===== config.mk =====
export PLATFORM = sky130hd
export DESIGN_NAME = ipvu_unit
export DESIGN_NICKNAME = d
export VERILOG_FILES = /design/src/ipvu_unit.v /design/src/ipvu_pin_sync.v
export VERILOG_INCLUDE_DIRS = /design/src
export SDC_FILE = /design/constraint.sdc
export NUM_CORES = 1
export LEC_CHECK = 0
export ABC_AREA = 1
export BUFFER_PORTS_ARGS = -buffer_cell sky130_fd_sc_hd__buf_2
export CORE_ASPECT_RATIO = 1.4
export CORE_UTILIZATION = 25
export CTS_CLUSTER_SIZE = 25
export DETAILED_ROUTE_END_ITERATION = 8
export GPL_ROUTABILITY_DRIVEN = 0
export GPL_TIMING_DRIVEN = 0
export PLACE_DENSITY = 0.38
export SKIP_CTS_REPAIR_TIMING = 1
export SYNTH_ARGS = -nofsm -noshare
export SYNTH_HDL_FRONTEND = slang
export SYNTH_HIERARCHICAL = 1
export SYNTH_SLANG_ARGS = --single-unit

===== constraint.sdc =====
create_clock -name ref_clk -period 19.45 [get_ports ref_clk]
set_input_delay 2.9175 -clock ref_clk [delete_from_list [all_inputs] [get_ports ref_clk]]
set_output_delay 2.9175 -clock ref_clk [all_outputs]
set_load 0.05 [all_outputs]

===== src/ipvu_defs.vh =====
// Purpose: Constants for the interrupt poll and vector unit.
// Assumes: One ref_clk period per oscillator period, 12 per machine cycle.
// Notes:   Included by bare name from each design file.
//
// Functional notes
// - Capture request flags at state5_phase2; evaluate them in the next machine cycle.
// - No vector call while an equal or higher level routine is in progress.
// - Vector call only in the last cycle of the executing instruction.
// - After an interrupt exit or enable/priority access, one more instruction first.
// - Blocked requests are forgotten; every polling cycle starts fresh.
// - Higher level arriving during a call is vectored before the lower routine runs.
// - Serial, timer-2 and converter flags are never cleared on vectoring.
// - Clear ext0/ext1 flags only in edge mode; always clear ext2 to ext6.
// - Call pushes the program counter without status word, then loads the vector.
// - Fixed vector address per source, ext2 to ext6 spaced eight apart.
// - Interrupt exit clears the current level; plain exit leaves it marked.
// - Ext0/ext1: select 0 is low-level, select 1 is high-then-low sample.
// - Ext2/ext3: select 0 falling edge, select 1 rising edge.
// - Ext4, ext5 and ext6 set their flags on rising edges only.
// - Timer-2 trigger flag set on a falling pin edge while enabled.
// - Vector call lasts two machine cycles; at least three cycles to service.
// - Extra blocking is at most three or five cycles; response under nine.
// - Two-bit priority per group from both priority registers, 3 highest.
`ifndef IPVU_DEFS_VH
`define IPVU_DEFS_VH

`define IPVU_MC_LAST      4'hb
`define IPVU_PIN_SAMPLE   4'h8
`define IPVU_STATE5_PH2   4'h9

`define IPVU_OFS_ENA      8'h00
`define IPVU_OFS_ENB      8'h04
`define IPVU_OFS_PRIO_LO  8'h08
`define IPVU_OFS_PRIO_HI  8'h0c
`define IPVU_OFS_CTRL     8'h10
`define IPVU_OFS_FLAGS    8'h14
`define IPVU_OFS_STATUS   8'h18

`define IPVU_RST_BYTE     8'h00
`define IPVU_GLOBAL_EN    7
`define IPVU_CTRL_EXT0_EDGE 0
`define IPVU_CTRL_EXT1_EDGE 1
`define IPVU_CTRL_EXT2_RISE 2
`define IPVU_CTRL_EXT3_RISE 3
`define IPVU_CTRL_T2_TRIG   4

`define IPVU_NSRC         12
`define IPVU_NGRP         6
`define IPVU_NPIN         8
`define IPVU_SRC_ADC      4'h6
`define IPVU_VEC_BASE     16'h0003
`define IPVU_VEC_STEP     16'h0008
`define IPVU_VEC_ADC      16'h0043
`define IPVU_VEC_EXT2     16'h004b

`endif


===== src/ipvu_unit.v =====
// Purpose: Interrupt poll and vector unit with an APB register port.
// Assumes: The core reports final instruction cycles and exit instructions.
// Notes:   Machine cycle is 12 ref_clk periods, counted internally.
`include "ipvu_defs.vh"
`default_nettype none
module ipvu_unit (
    input  wire        ref_clk,          // Oscillator clock.
    input  wire        rst,              // Synchronous reset.
    input  wire        psel,             // APB select.
    input  wire        penable,          // APB enable.
    input  wire        pwrite,           // APB write.
    input  wire [7:0]  paddr,            // APB byte address.
    input  wire [31:0] pwdata,           // APB write data.
    output reg  [31:0] prdata,           // APB read data.
    output reg         pready,           // APB ready.
    output reg         pslverr,          // APB error.
    input  wire [6:0]  extReqPin,        // Ext request pins 0 to 6.
    input  wire        timer2TriggerPin, // Timer-2 trigger pin.
    input  wire        timer0OvfFlag,    // Timer-0 overflow flag.
    input  wire        timer1OvfFlag,    // Timer-1 overflow flag.
    input  wire        timer2OvfFlag,    // Timer-2 overflow flag.
    input  wire        uartRxDoneFlag,   // Serial receive flag.
    input  wire        uartTxDoneFlag,   // Serial transmit flag.
    input  wire        converterDoneFlag,// Converter done flag.
    input  wire        instrFinalCycle,  // Current cycle ends instruction.
    input  wire        instrBlockNext,   // Exit or enable/priority access.
    input  wire        intExitExec,      // Interrupt exit executed, pulse.
    output reg         mcStart,          // Machine cycle start pulse.
    output reg         vecCallStart,     // Vector call start pulse.
    output reg         vecCallBusy,      // Vector call in its two cycles.
    output reg  [15:0] vecAddr,          // Vector address of the call.
    output reg  [1:0]  timerFlagClr,     // Timer-0/1 flag clear pulses.
    output reg  [3:0]  levelInProgress   // In-progress level marks.
);
    // ========================================================
    // Vector lookup and priority group decode
    // ========================================================
    function [15:0] vecOf;
        input [3:0] idx;
        begin
            if (idx < `IPVU_SRC_ADC)
                vecOf = `IPVU_VEC_BASE + `IPVU_VEC_STEP * {12'h000, idx};
            else if (idx == `IPVU_SRC_ADC)
                vecOf = `IPVU_VEC_ADC;
            else
                vecOf = `IPVU_VEC_EXT2 + `IPVU_VEC_STEP * {12'h000, idx - 4'h7};
        end
    endfunction

    function [2:0] grpOf;
        input [3:0] idx;
        reg   [3:0] ofs;
        begin
            ofs = idx - `IPVU_SRC_ADC;
            if (idx < `IPVU_SRC_ADC)
                grpOf = idx[2:0];
            else
                grpOf = ofs[2:0];
        end
    endfunction

    // ========================================================
    // Registers and state
    // ========================================================
    localparam [2:0] CALL_IDLE = 3'h1;
    localparam [2:0] CALL_ONE  = 3'h2;
    localparam [2:0] CALL_TWO  = 3'h4;

    reg  [3:0]  mcCnt_r;
    reg  [7:0]  enA_r;
    reg  [7:0]  enB_r;
    reg  [7:0]  prioLo_r;
    reg  [7:0]  prioHi_r;
    reg  [7:0]  ctrl_r;
    reg  [7:0]  extFlag_r;
    reg  [7:0]  pinSample_r;
    reg         sampValid_r;
    reg  [11:0] sample_r;
    reg  [11:0] poll_r;
    reg  [2:0]  callSt_r;
    reg  [2:0]  callSt_nxt;
    reg  [3:0]  levelSet;
    reg  [3:0]  levelClr;
    reg  [3:0]  winIdx;
    reg  [1:0]  winLvl;
    reg         winHit;
    reg  [1:0]  lvl;
    reg  [2:0]  grp;
    reg  [2:0]  actTop;
    reg         finalCyc;
    reg         blocked;
    reg  [31:0] rdVal;
    reg         rdHit;
    integer     i;
    integer     j;
    wire [7:0]  pinSync;
    wire [11:0] reqVec;
    wire [11:0] enVec;
    wire        wrStb;
    wire        cycEnd;
    wire        doCall;
    wire        state5_phase2;
    wire        pinTick;
    wire [7:0]  swClr;

    ipvu_pin_sync i_ipvu_pin_sync (
        .ref_clk  (ref_clk),
        .rst      (rst),
        .pinIn    ({timer2TriggerPin, extReqPin}),
        .pinOut_r (pinSync)
    );

    // ========================================================
    // Machine cycle timing
    // ========================================================
    assign cycEnd  = (mcCnt_r == `IPVU_MC_LAST);
    assign state5_phase2    = (mcCnt_r == `IPVU_STATE5_PH2);
    assign pinTick = (mcCnt_r == `IPVU_PIN_SAMPLE);

    always @(posedge ref_clk)
    begin
        if (rst)
        begin
            mcCnt_r <= 4'h0;
            mcStart <= 1'b0;
        end
        else
        begin
            mcCnt_r <= cycEnd ? 4'h0 : mcCnt_r + 4'h1;
            mcStart <= cycEnd;
        end
    end

    // ========================================================
    // External request flags
    // ========================================================
    // Bits 0..6 are ext0..ext6, bit 7 the timer-2 trigger flag.
    assign wrStb = psel & penable & pready & pwrite;
    assign swClr = (wrStb && paddr == `IPVU_OFS_FLAGS) ? pwdata[7:0] : 8'h00;

    always @(posedge ref_clk)
    begin
        if (rst)
        begin
            pinSample_r <= 8'h00;
            sampValid_r <= 1'b0;
        end
        else if (pinTick)
        begin
            pinSample_r <= pinSync;
            sampValid_r <= 1'b1;
        end
    end

    genvar g;
    generate
        for (g = 0; g < `IPVU_NPIN; g = g + 1)
        begin : gFlag
            wire fall = sampValid_r & pinSample_r[g] & ~pinSync[g];
            wire rise = sampValid_r & ~pinSample_r[g] & pinSync[g];
            reg  setEv;
            reg  levelMode;
            reg  hwClr;
            always @*
            begin
                levelMode = 1'b0;
                setEv = 1'b0;
                hwClr = 1'b0;
                if (g == 0 || g == 1)
                begin
                    levelMode = ~ctrl_r[g];
                    setEv = levelMode ? ~pinSync[g] : fall;
                    hwClr = ~levelMode;
                end
                else if (g == 2 || g == 3)
                begin
                    setEv = ctrl_r[g] ? rise : fall;
                    hwClr = 1'b1;
                end
                else if (g < 7)
                begin
                    setEv = rise;
                    hwClr = 1'b1;
                end
                else
                    setEv = fall & ctrl_r[`IPVU_CTRL_T2_TRIG];
            end

            always @(posedge ref_clk)
            begin
                if (rst)
                    extFlag_r[g] <= 1'b0;
                else if (pinTick && levelMode)
                    extFlag_r[g] <= setEv;
                else if (pinTick && setEv)
                    extFlag_r[g] <= 1'b1;
                else if (swClr[g] || (doCall && hwClr && winIdx == flagSrc(g)))
                    extFlag_r[g] <= 1'b0;
            end
        end
    endgenerate

    function [3:0] flagSrc;
        input integer n;
        begin
            if (n == 0)
                flagSrc = 4'h0;
            else if (n == 1)
                flagSrc = 4'h2;
            else if (n < 7)
                flagSrc = n[3:0] + 4'h5;
            else
                flagSrc = 4'hf;
        end
    endfunction

    // ========================================================
    // Request sampling and polling
    // ========================================================
    // Serial, timer-2 overflow and converter flags are only read here, never
    // cleared, so software must clear them at their source.
    assign reqVec = {extFlag_r[6:2],
                     converterDoneFlag,
                     timer2OvfFlag | extFlag_r[7],
                     uartRxDoneFlag | uartTxDoneFlag,
                     timer1OvfFlag,
                     extFlag_r[1],
                     timer0OvfFlag,
                     extFlag_r[0]};
    assign enVec  = {12{enA_r[`IPVU_GLOBAL_EN]}} & {enB_r[5:0], enA_r[5:0]};

    always @(posedge ref_clk)
    begin
        if (rst)
        begin
            sample_r <= 12'h000;
            poll_r   <= 12'h000;
        end
        else
        begin
            if (state5_phase2)
                sample_r <= reqVec & enVec;
            if (cycEnd)
                poll_r <= sample_r;
        end
    end

    // Highest level wins; ties go to the lowest source index.
    always @*
    begin
        winIdx = 4'h0;
        winLvl = 2'h0;
        winHit = 1'b0;
        lvl = 2'h0;
        grp = 3'h0;
        for (i = `IPVU_NSRC - 1; i >= 0; i = i - 1)
        begin
            grp = grpOf(i[3:0]);
            lvl = {prioHi_r[grp], prioLo_r[grp]};
            if (poll_r[i] && (!winHit || lvl >= winLvl))
            begin
                winHit = 1'b1;
                winLvl = lvl;
                winIdx = i[3:0];
            end
        end
    end

    // ========================================================
    // Blocking and vector call sequencing
    // ========================================================
    always @*
    begin
        actTop = 3'h0;
        for (j = 0; j < 4; j = j + 1)
            if (levelInProgress[j])
                actTop = j[2:0] + 3'h1;
        finalCyc = 1'b0;
        blocked  = 1'b0;
        case (callSt_r)
            CALL_IDLE:
            begin
                finalCyc = instrFinalCycle;
                blocked  = instrBlockNext;
            end
            CALL_TWO:
                finalCyc = 1'b1;
            default:
                finalCyc = 1'b0;
        endcase
        if (actTop > {1'b0, winLvl})
            blocked = 1'b1;
    end

    assign doCall = cycEnd & winHit & finalCyc & ~blocked;

    always @*
    begin
        callSt_nxt = callSt_r;
        if (cycEnd)
        begin
            case (callSt_r)
                CALL_IDLE: callSt_nxt = doCall ? CALL_ONE : CALL_IDLE;
                CALL_ONE:  callSt_nxt = CALL_TWO;
                CALL_TWO:  callSt_nxt = doCall ? CALL_ONE : CALL_IDLE;
                default:   callSt_nxt = CALL_IDLE;
            endcase
        end
    end

    always @*
    begin
        levelSet = 4'h0;
        levelClr = 4'h0;
        if (doCall)
            levelSet[winLvl] = 1'b1;
        if (intExitExec && actTop != 3'h0)
            levelClr[actTop[1:0] - 2'h1] = 1'b1;
    end

    // The call outputs only start the push; the status word is not saved.
    always @(posedge ref_clk)
    begin
        if (rst)
        begin
            callSt_r        <= CALL_IDLE;
            vecCallStart    <= 1'b0;
            vecCallBusy     <= 1'b0;
            vecAddr         <= 16'h0000;
            timerFlagClr    <= 2'h0;
            levelInProgress <= 4'h0;
        end
        else
        begin
            callSt_r        <= callSt_nxt;
            vecCallStart    <= doCall;
            vecCallBusy     <= callSt_nxt != CALL_IDLE;
            if (doCall)
                vecAddr <= vecOf(winIdx);
            timerFlagClr[0] <= doCall && winIdx == 4'h1;
            timerFlagClr[1] <= doCall && winIdx == 4'h3;
            levelInProgress <= (levelInProgress & ~levelClr) | levelSet;
        end
    end

    // ========================================================
    // APB register port
    // ========================================================
    always @*
    begin
        rdVal = 32'h0000_0000;
        rdHit = 1'b1;
        if (paddr == `IPVU_OFS_ENA)
            rdVal[7:0] = enA_r;
        else if (paddr == `IPVU_OFS_ENB)
            rdVal[7:0] = enB_r;
        else if (paddr == `IPVU_OFS_PRIO_LO)
            rdVal[7:0] = prioLo_r;
        else if (paddr == `IPVU_OFS_PRIO_HI)
            rdVal[7:0] = prioHi_r;
        else if (paddr == `IPVU_OFS_CTRL)
            rdVal[7:0] = ctrl_r;
        else if (paddr == `IPVU_OFS_FLAGS)
            rdVal[13:0] = {converterDoneFlag, timer2OvfFlag, uartTxDoneFlag,
                           uartRxDoneFlag, timer1OvfFlag, timer0OvfFlag,
                           extFlag_r};
        else if (paddr == `IPVU_OFS_STATUS)
            rdVal[4:0] = {vecCallBusy, levelInProgress};
        else
            rdHit = 1'b0;
    end

    always @(posedge ref_clk)
    begin
        if (rst)
        begin
            pready   <= 1'b0;
            pslverr  <= 1'b0;
            prdata   <= 32'h0000_0000;
            enA_r    <= `IPVU_RST_BYTE;
            enB_r    <= `IPVU_RST_BYTE;
            prioLo_r <= `IPVU_RST_BYTE;
            prioHi_r <= `IPVU_RST_BYTE;
            ctrl_r   <= `IPVU_RST_BYTE;
        end
        else
        begin
            pready  <= psel & penable & ~pready;
            pslverr <= psel & penable & ~pready & ~rdHit;
            if (psel && penable && !pready && !pwrite)
                prdata <= rdVal;
            if (wrStb)
            begin
                if (paddr == `IPVU_OFS_ENA)
                    enA_r <= pwdata[7:0];
                else if (paddr == `IPVU_OFS_ENB)
                    enB_r <= pwdata[7:0];
                else if (paddr == `IPVU_OFS_PRIO_LO)
                    prioLo_r <= pwdata[7:0];
                else if (paddr == `IPVU_OFS_PRIO_HI)
                    prioHi_r <= pwdata[7:0];
                else if (paddr == `IPVU_OFS_CTRL)
                    ctrl_r <= pwdata[7:0];
            end
        end
    end
endmodule
`default_nettype wire


===== src/ipvu_pin_sync.v =====
// Purpose: Two-stage synchroniser for the external request pins.
// Assumes: Pins are asynchronous to ref_clk.
// Notes:   Only the second stage is visible outside.
`include "ipvu_defs.vh"
`default_nettype none
module ipvu_pin_sync (
    input  wire                     ref_clk,  // Clock.
    input  wire                     rst,      // Synchronous reset.
    input  wire [`IPVU_NPIN-1:0]    pinIn,    // Raw pins.
    output reg  [`IPVU_NPIN-1:0]    pinOut_r  // Synchronised pins.
);
    reg [`IPVU_NPIN-1:0] stage1_r;

    always @(posedge ref_clk)
    begin
        if (rst)
        begin
            stage1_r <= {`IPVU_NPIN{1'b0}};
            pinOut_r <= {`IPVU_NPIN{1'b0}};
        end
        else
        begin
            stage1_r <= pinIn;
            pinOut_r <= stage1_r;
        end
    end
endmodule
`default_nettype wire


==> flow_summary.yaml, run 1 <==
floorplan:
  ios: 121
  start_util_pct: 25.5
  die_y_um: 198
  die_w_um: 142
  die_area_mm2: 0.0282
  rows: 71
  core_area_mm2: 0.0269
synthesis:
  synth_area_per_cell_um2: 7.31
  ys_top_cells_by_area: "dfxtp_1, inv_1, nand2_1"
  yosys-top-cells-count: "inv_1, dfxtp_1, nand2_1"
  yosys_most_used_dff: "dfxtp_1"
  synthArstFlopShare_pct: 0
  synth_top_area_share_pct: 39.3
  ys_seq_elements: 135
  synth.most_common_cell: "inv_1"
  yosys_warnings: 6
  ys_types: 43
  yosys.area.top_type: "dfxtp_1"
  syn_inst: 940
  syn-cell-area_mm2: 0.00687
  synth_edf_count: 0
  ys_seq_area_share_pct: 39.3
power:
  swShare_pct: 23.0
  power_mw: 0.685
  p_leak_nw: 3.56
  combinationalPowerShare_pct: 5.9
  ir_drop_v: 0.0000677
  power.switching_mw: 0.158
  pwr-share-seq_pct: 40.9
  power.internal_mw: 0.528
  clockPowerShare_pct: 53.2
  powerDensity_mw_per_mm2: 81.2
final_layout:
  final_layout_size_suffix_gt1_share_pct: 17.6
  nNetsFinal: 1144
  design_area_mm2: 0.00844
  antennaDiodeCount: 0
  area_growth_pct: 22.9
placement:
  placed_cell_area_mm2: 0.00778
  portBuffers: 68
  hpwl_um: 18600
sta:
  max_slew_margin_pct: 1.26
  finClkSkew_ns: 0.00451
  rsz0062_at_grt: "false"
  holdWs_ns: 0.400
  fmax_mhz: 78.3
  tns_ns: 0
  hold_viol_final: 0
  setup-violations-final: 0
  slew_viol_final: 0
  worst_slew_pin_slew_ns: 1.47
  finalCriticalPeriod_ns: 12.78
  finalCritPeriodShare_pct: 65.7
setup_path:
  crit_top_cell: "o21ai_0"
  worstReg2RegStart: "prioHi_r[5]"
  slowest_delay_ns: 0.46
  crit_start: "prioHi_r[5]"
  cp_max_fo: 10
  critPathKind: "reg -> reg"
  cp-start-kind: "flip-flop"
  end_kind: "flip-flop"
  rrSetupSlack_ns: 6.67
  worstRegToRegCells: 82
  crit_arrival_ns: 13.06
  crit_required_ns: 19.73
  crit_slowest_cell: "dfxtp_1"
status:
  violations: "capacitance limit"
  status: "complete, but fails checks"
run:
  cap_violations: 1
routing:
  drcViolationCount: 0
  firstDrtPassIters: 5
  ant_nets: 0
  wl_per_cell_um: 16.2
  routed_wl_um: 23200
  vias_per_cell: 4.40
  first_iter_violations: 279
  vias: 6298
cts:
  cts.sinks: 135
  cts_max_path_buffers: 2
  root_buffer: "clkbuf_16"
  cts_tree: "built"
  ctsHtreeMaxLevel: 4
  clkTransAtPathRegs_ns: 0.06
  cts_made_buffers: 17
  clkLatencyLatePin_ns: 0.43
global_routing:
  grt.total_usage_pct: 17.3
  grt-ovfl-total: 0
  grt_pass1_vias: 6155
  grt_max_degree: 17
  grt_first_pass_wirelength_um: 35500
  antenna_found_initial: 0
worst_hold_path:
  hold_depth: 2
  min_from: "i_ipvu_pin_sync/stage1_r[0]"
  hold_path.class: "reg -> reg"
kinds of logic after synthesis:
| kind of cell | share of synthesized area [%] |
|---|---|
| AOI/OAI and AO/OA | 20.7 |
| adders and majority gates | 5.10 |
| buffers and inverters | 13.4 |
| DFF | 39.3 |
| other | 0.0546 |
| and+or+nand+nor | 21.4 |
through the flow:
step           utilization (%)  setup slack (ns)  cells
6_report                  31.4              6.67   1432
3_3_place_gp              28.8              6.53   1399
4_1_cts                   31.4              6.48   1432
2_1_floorplan                -              8.59    966
3_5_place_dp              28.9              6.58   1400
5_1_grt                   31.4              5.26   1432
state kept, by name (all words and copies together), names as in the netlist:
signal and cells:
prdata 14, poll_r 12, sample_r 12, ctrl_r 8
enA_r 8, enB_r 8, extFlag_r 8, i_ipvu_pin_sync/pinOut_r 8
i_ipvu_pin_sync/stage1_r 8, pinSample_r 8, prioHi_r 8, prioLo_r 8
vecAddr 6, levelInProgress 4, mcCnt_r 4, callSt_r 3
timerFlagClr 2, mcStart 1, pready 1, pslverr 1
sampValid_r 1, vecCallBusy 1, vecCallStart 1
critical path: cells and delay by family (launching register included):
kind,cells,cell delay [ns]
adder cells (fa/ha/maj),12,3.43
AO/OA/AOI/OAI,23,3.92
buffers and inverters,7,0.68
AND/OR/NAND/NOR,40,4.12
flip-flops,1,0.46
placed cells by master (no fill, tap or decap), types with 9 or more instances in the layout:
master and instances:
nand3_2 9, ha_1 28, nand3_1 50, conb_1 27, inv_1 146, nand2_1 124
nor3_1 12, buf_4 29, nand2_2 20, clkbuf_1 27, a21oi_1 91, o21ai_0 88
clkbuf_16 17, nor2_1 78, buf_2 68, dfxtp_1 135, a211oi_1 11
per-layer routing:
metal	up-vias	routed length, um	GRT usage [%]	part of all wire, %
met1	2827	9570	19.3	41
li1	3284	-	-	-
met5	-	0	0	0
met2	149	12000	31.5	52
met4	0	805	8.36	3.5
met3	38	775	2.71	3.3
power groups by stage:
stage / Sequential (mW) / Clock, mW / Combinational [mW]
floorplan: 0.288 / 0 / 0.0265
global placement: 0.287 / 0 / 0.0408
detailed placement: 0.287 / 0 / 0.0407
CTS: 0.281 / 0.372 / 0.0408
global route: 0.281 / 0.383 / 0.0439
finish: 0.281 / 0.364 / 0.0404
path summary, 6_finish.rpt:
path / end
worst min-delay path: i_ipvu_pin_sync/pinOut_r[0]
worst min register to register: i_ipvu_pin_sync/pinOut_r[0]
worst max register to register: extFlag_r[2]
worst max-delay path: extFlag_r[2]
cell type report:
cell class | count | area (um2)
Tap cell | 365 | 457
Clock buffer | 20 | 467
Timing Repair Buffer | 69 | 348
Buffer | 58 | 349
Inverter | 153 | 574
Fill cell | 2954 | 18500
Clock inverter | 12 | 196
Sequential cell | 135 | 2700
Multi-Input combinational cell | 620 | 3350
Note: power is estimated with default switching activity, not from simulation.
==> inputs of run 2 (changes only) <==
Clock period 19.45 ns to 12.3 ns, I/O delays scaled along.
==> run 2 against run 1 <==
Count of clock-buffer cells in the layout did not move. Sequential share of layout area is 0.61 points lower. Clock skew increased by 0.0024 ns. Critical path type unchanged. The flow now finishes without violations. Core utilization increased by 0.68 points.
==> flow_summary.yaml, run 2 (synthesis gave the netlist of run 1 again) <==
sta:
  fmax_mhz: 88.7
  hold_viol_final: 0
  finClkSkew_ns: 0.00693
  finalCritPeriodShare_pct: 91.7
  finalCriticalPeriod_ns: 11.28
  setup-violations-final: 0
  timing.final.ws_setup_ns: 1.02
  max_slew_margin_pct: 10.2
  worst_slew_pin_slew_ns: 1.33
  slew_viol_final: 0
worst_hold_path:
  hold_path.class: "reg -> reg"
  hold_depth: 2
final_layout:
  design_area_mm2: 0.00863
  antennaDiodeCount: 0
  nNetsFinal: 1153
  final_common_cell: "inv_1"
  largest_register_ffs: 14
  area_growth_pct: 25.6
  n_fill_cell: 2944
  final_cell_mix: "inv_1, dfxtp_1, nand2_1"
  top_register: "prdata"
  reg_top3: "prdata (14), poll_r (12), sample_r (12)"
  final_layout_size_suffix_gt1_share_pct: 20.5
setup_path:
  rrSetupSlack_ns: 1.02
  crit_family: "simple AND/OR/NAND/NOR gates"
  worstRegToRegCells: 91
  cp-start-kind: "flip-flop"
  end_kind: "flip-flop"
  path_depth: 91
  worstReg2RegStart: "poll_r[11]"
  crit_end: "callSt_r[0]"
  r2r_end: "callSt_r[0]"
  crit_required_ns: 12.61
  slowest_delay_ns: 0.36
  crit_slowest_cell: "dfxtp_4"
  crit_arrival_ns: 11.59
  crit_start: "poll_r[11]"
  worst-path-buf-inv: 8
  cp_max_fo: 10
  critPathKind: "reg -> reg"
  crit_top_cell: "nand2_1"
power:
  ir_drop_v: 0.000107
  swShare_pct: 23.0
  pwr-share-seq_pct: 41.0
  power.internal_mw: 0.834
  clockPowerShare_pct: 53.1
  power.switching_mw: 0.249
  combinationalPowerShare_pct: 5.9
  p_leak_nw: 3.62
  powerDensity_mw_per_mm2: 126
placement:
  placed_cell_area_mm2: 0.00778
  dp_slack_ns: -0.575
  hpwl_um: 18600
  portBuffers: 68
global_routing:
  grt-ovfl-total: 0
  grt_first_pass_wirelength_um: 35500
  grt.total_usage_pct: 17.3
  grt_pass1_vias: 6155
  grt_max_degree: 17
  antenna_found_initial: 0
routing:
  first_iter_violations: 239
  vias: 6303
  drcViolationCount: 0
  firstDrtPassIters: 4
  routed_wl_um: 23300
  ant_nets: 0
  wl_per_cell_um: 16.2
  vias_per_cell: 4.37
cts:
  cts.sinks: 135
  ctsHtreeMaxLevel: 4
  cts_made_buffers: 17
  cts_tree: "built"
  root_buffer: "clkbuf_16"
  clkTransAtPathRegs_ns: 0.06
  cts_max_path_buffers: 2
  clkLatencyLatePin_ns: 0.43
floorplan:
  die_y_um: 198
  start_util_pct: 25.5
  core_area_mm2: 0.0269
  rows: 71
  ios: 121
  die_area_mm2: 0.0282
  die_w_um: 142
status:
  status: "complete, no violations"
run:
  cap_violations: 0
==> run 2: per-layer routing <==
metal  GRT usage (%)  part of all wire (%)  vias to the layer above  routed length, um
li1                -                     -                     3302                  -
met4            8.36                   3.0                        0                707
met1            19.3                    42                     2857               9750
met2            31.5                    53                      113              12300
met5               0                     0                        -                  0
met3            2.71                   2.4                       31                562
==> run 2: layout make-up <==
cell class	count	area [um2]	share of cell area [%]
multi-input cells	620	3450	40.0
flip-flops and latches	135	2710	31.4
inverters	153	574	6.66
clock buffers	20	467	5.41
well taps	365	457	5.29
repair buffers	78	415	4.82
plain buffers	58	353	4.09
clock inverters	12	196	2.28
==> run 2: worst min-delay path by stage <==
stage,startpoint,to
floorplan,i_ipvu_pin_sync/stage1_r[0],i_ipvu_pin_sync/pinOut_r[0]
global placement,i_ipvu_pin_sync/stage1_r[7],i_ipvu_pin_sync/pinOut_r[7]
detailed placement,i_ipvu_pin_sync/stage1_r[2],i_ipvu_pin_sync/pinOut_r[2]
CTS,i_ipvu_pin_sync/stage1_r[5],i_ipvu_pin_sync/pinOut_r[5]
global route,i_ipvu_pin_sync/stage1_r[5],i_ipvu_pin_sync/pinOut_r[5]
finish,i_ipvu_pin_sync/stage1_r[0],i_ipvu_pin_sync/pinOut_r[0]
==> run 2: metrics by stage <==
stage	power [mW]	setup TNS [ns]	util (%)	hold WS, ns	cells
after floorplan	0.497	0	-	0.388	966
after global placement	0.518	-6.26	28.8	0.390	1399
after detailed placement	0.518	-5.36	28.9	0.397	1400
after CTS	1.10	-7.11	31.4	0.403	1432
after global routing	1.12	-0.0977	32.0	0.417	1441
final	1.08	0	32.0	0.400	1441
==> run 2: worst register-to-register path, delay by kind of cell (launching register included) <==
| family | cells | cell delay (ns) |
|---|---|---|
| simple gates | 50 | 4.85 |
| fa+ha+maj | 12 | 3.05 |
| compound gates | 21 | 2.15 |
| buf+inv | 8 | 0.75 |
| flops | 1 | 0.36 |
==> run 2: power by group through the flow <==
stage	Clock [mW]	Sequential, mW	Combinational [mW]
final	0.575	0.443	0.0642
after global routing	0.605	0.444	0.0696
after CTS	0.589	0.444	0.0645
after detailed placement	0	0.453	0.0644
after global placement	0	0.453	0.0645
after floorplan	0	0.455	0.0419
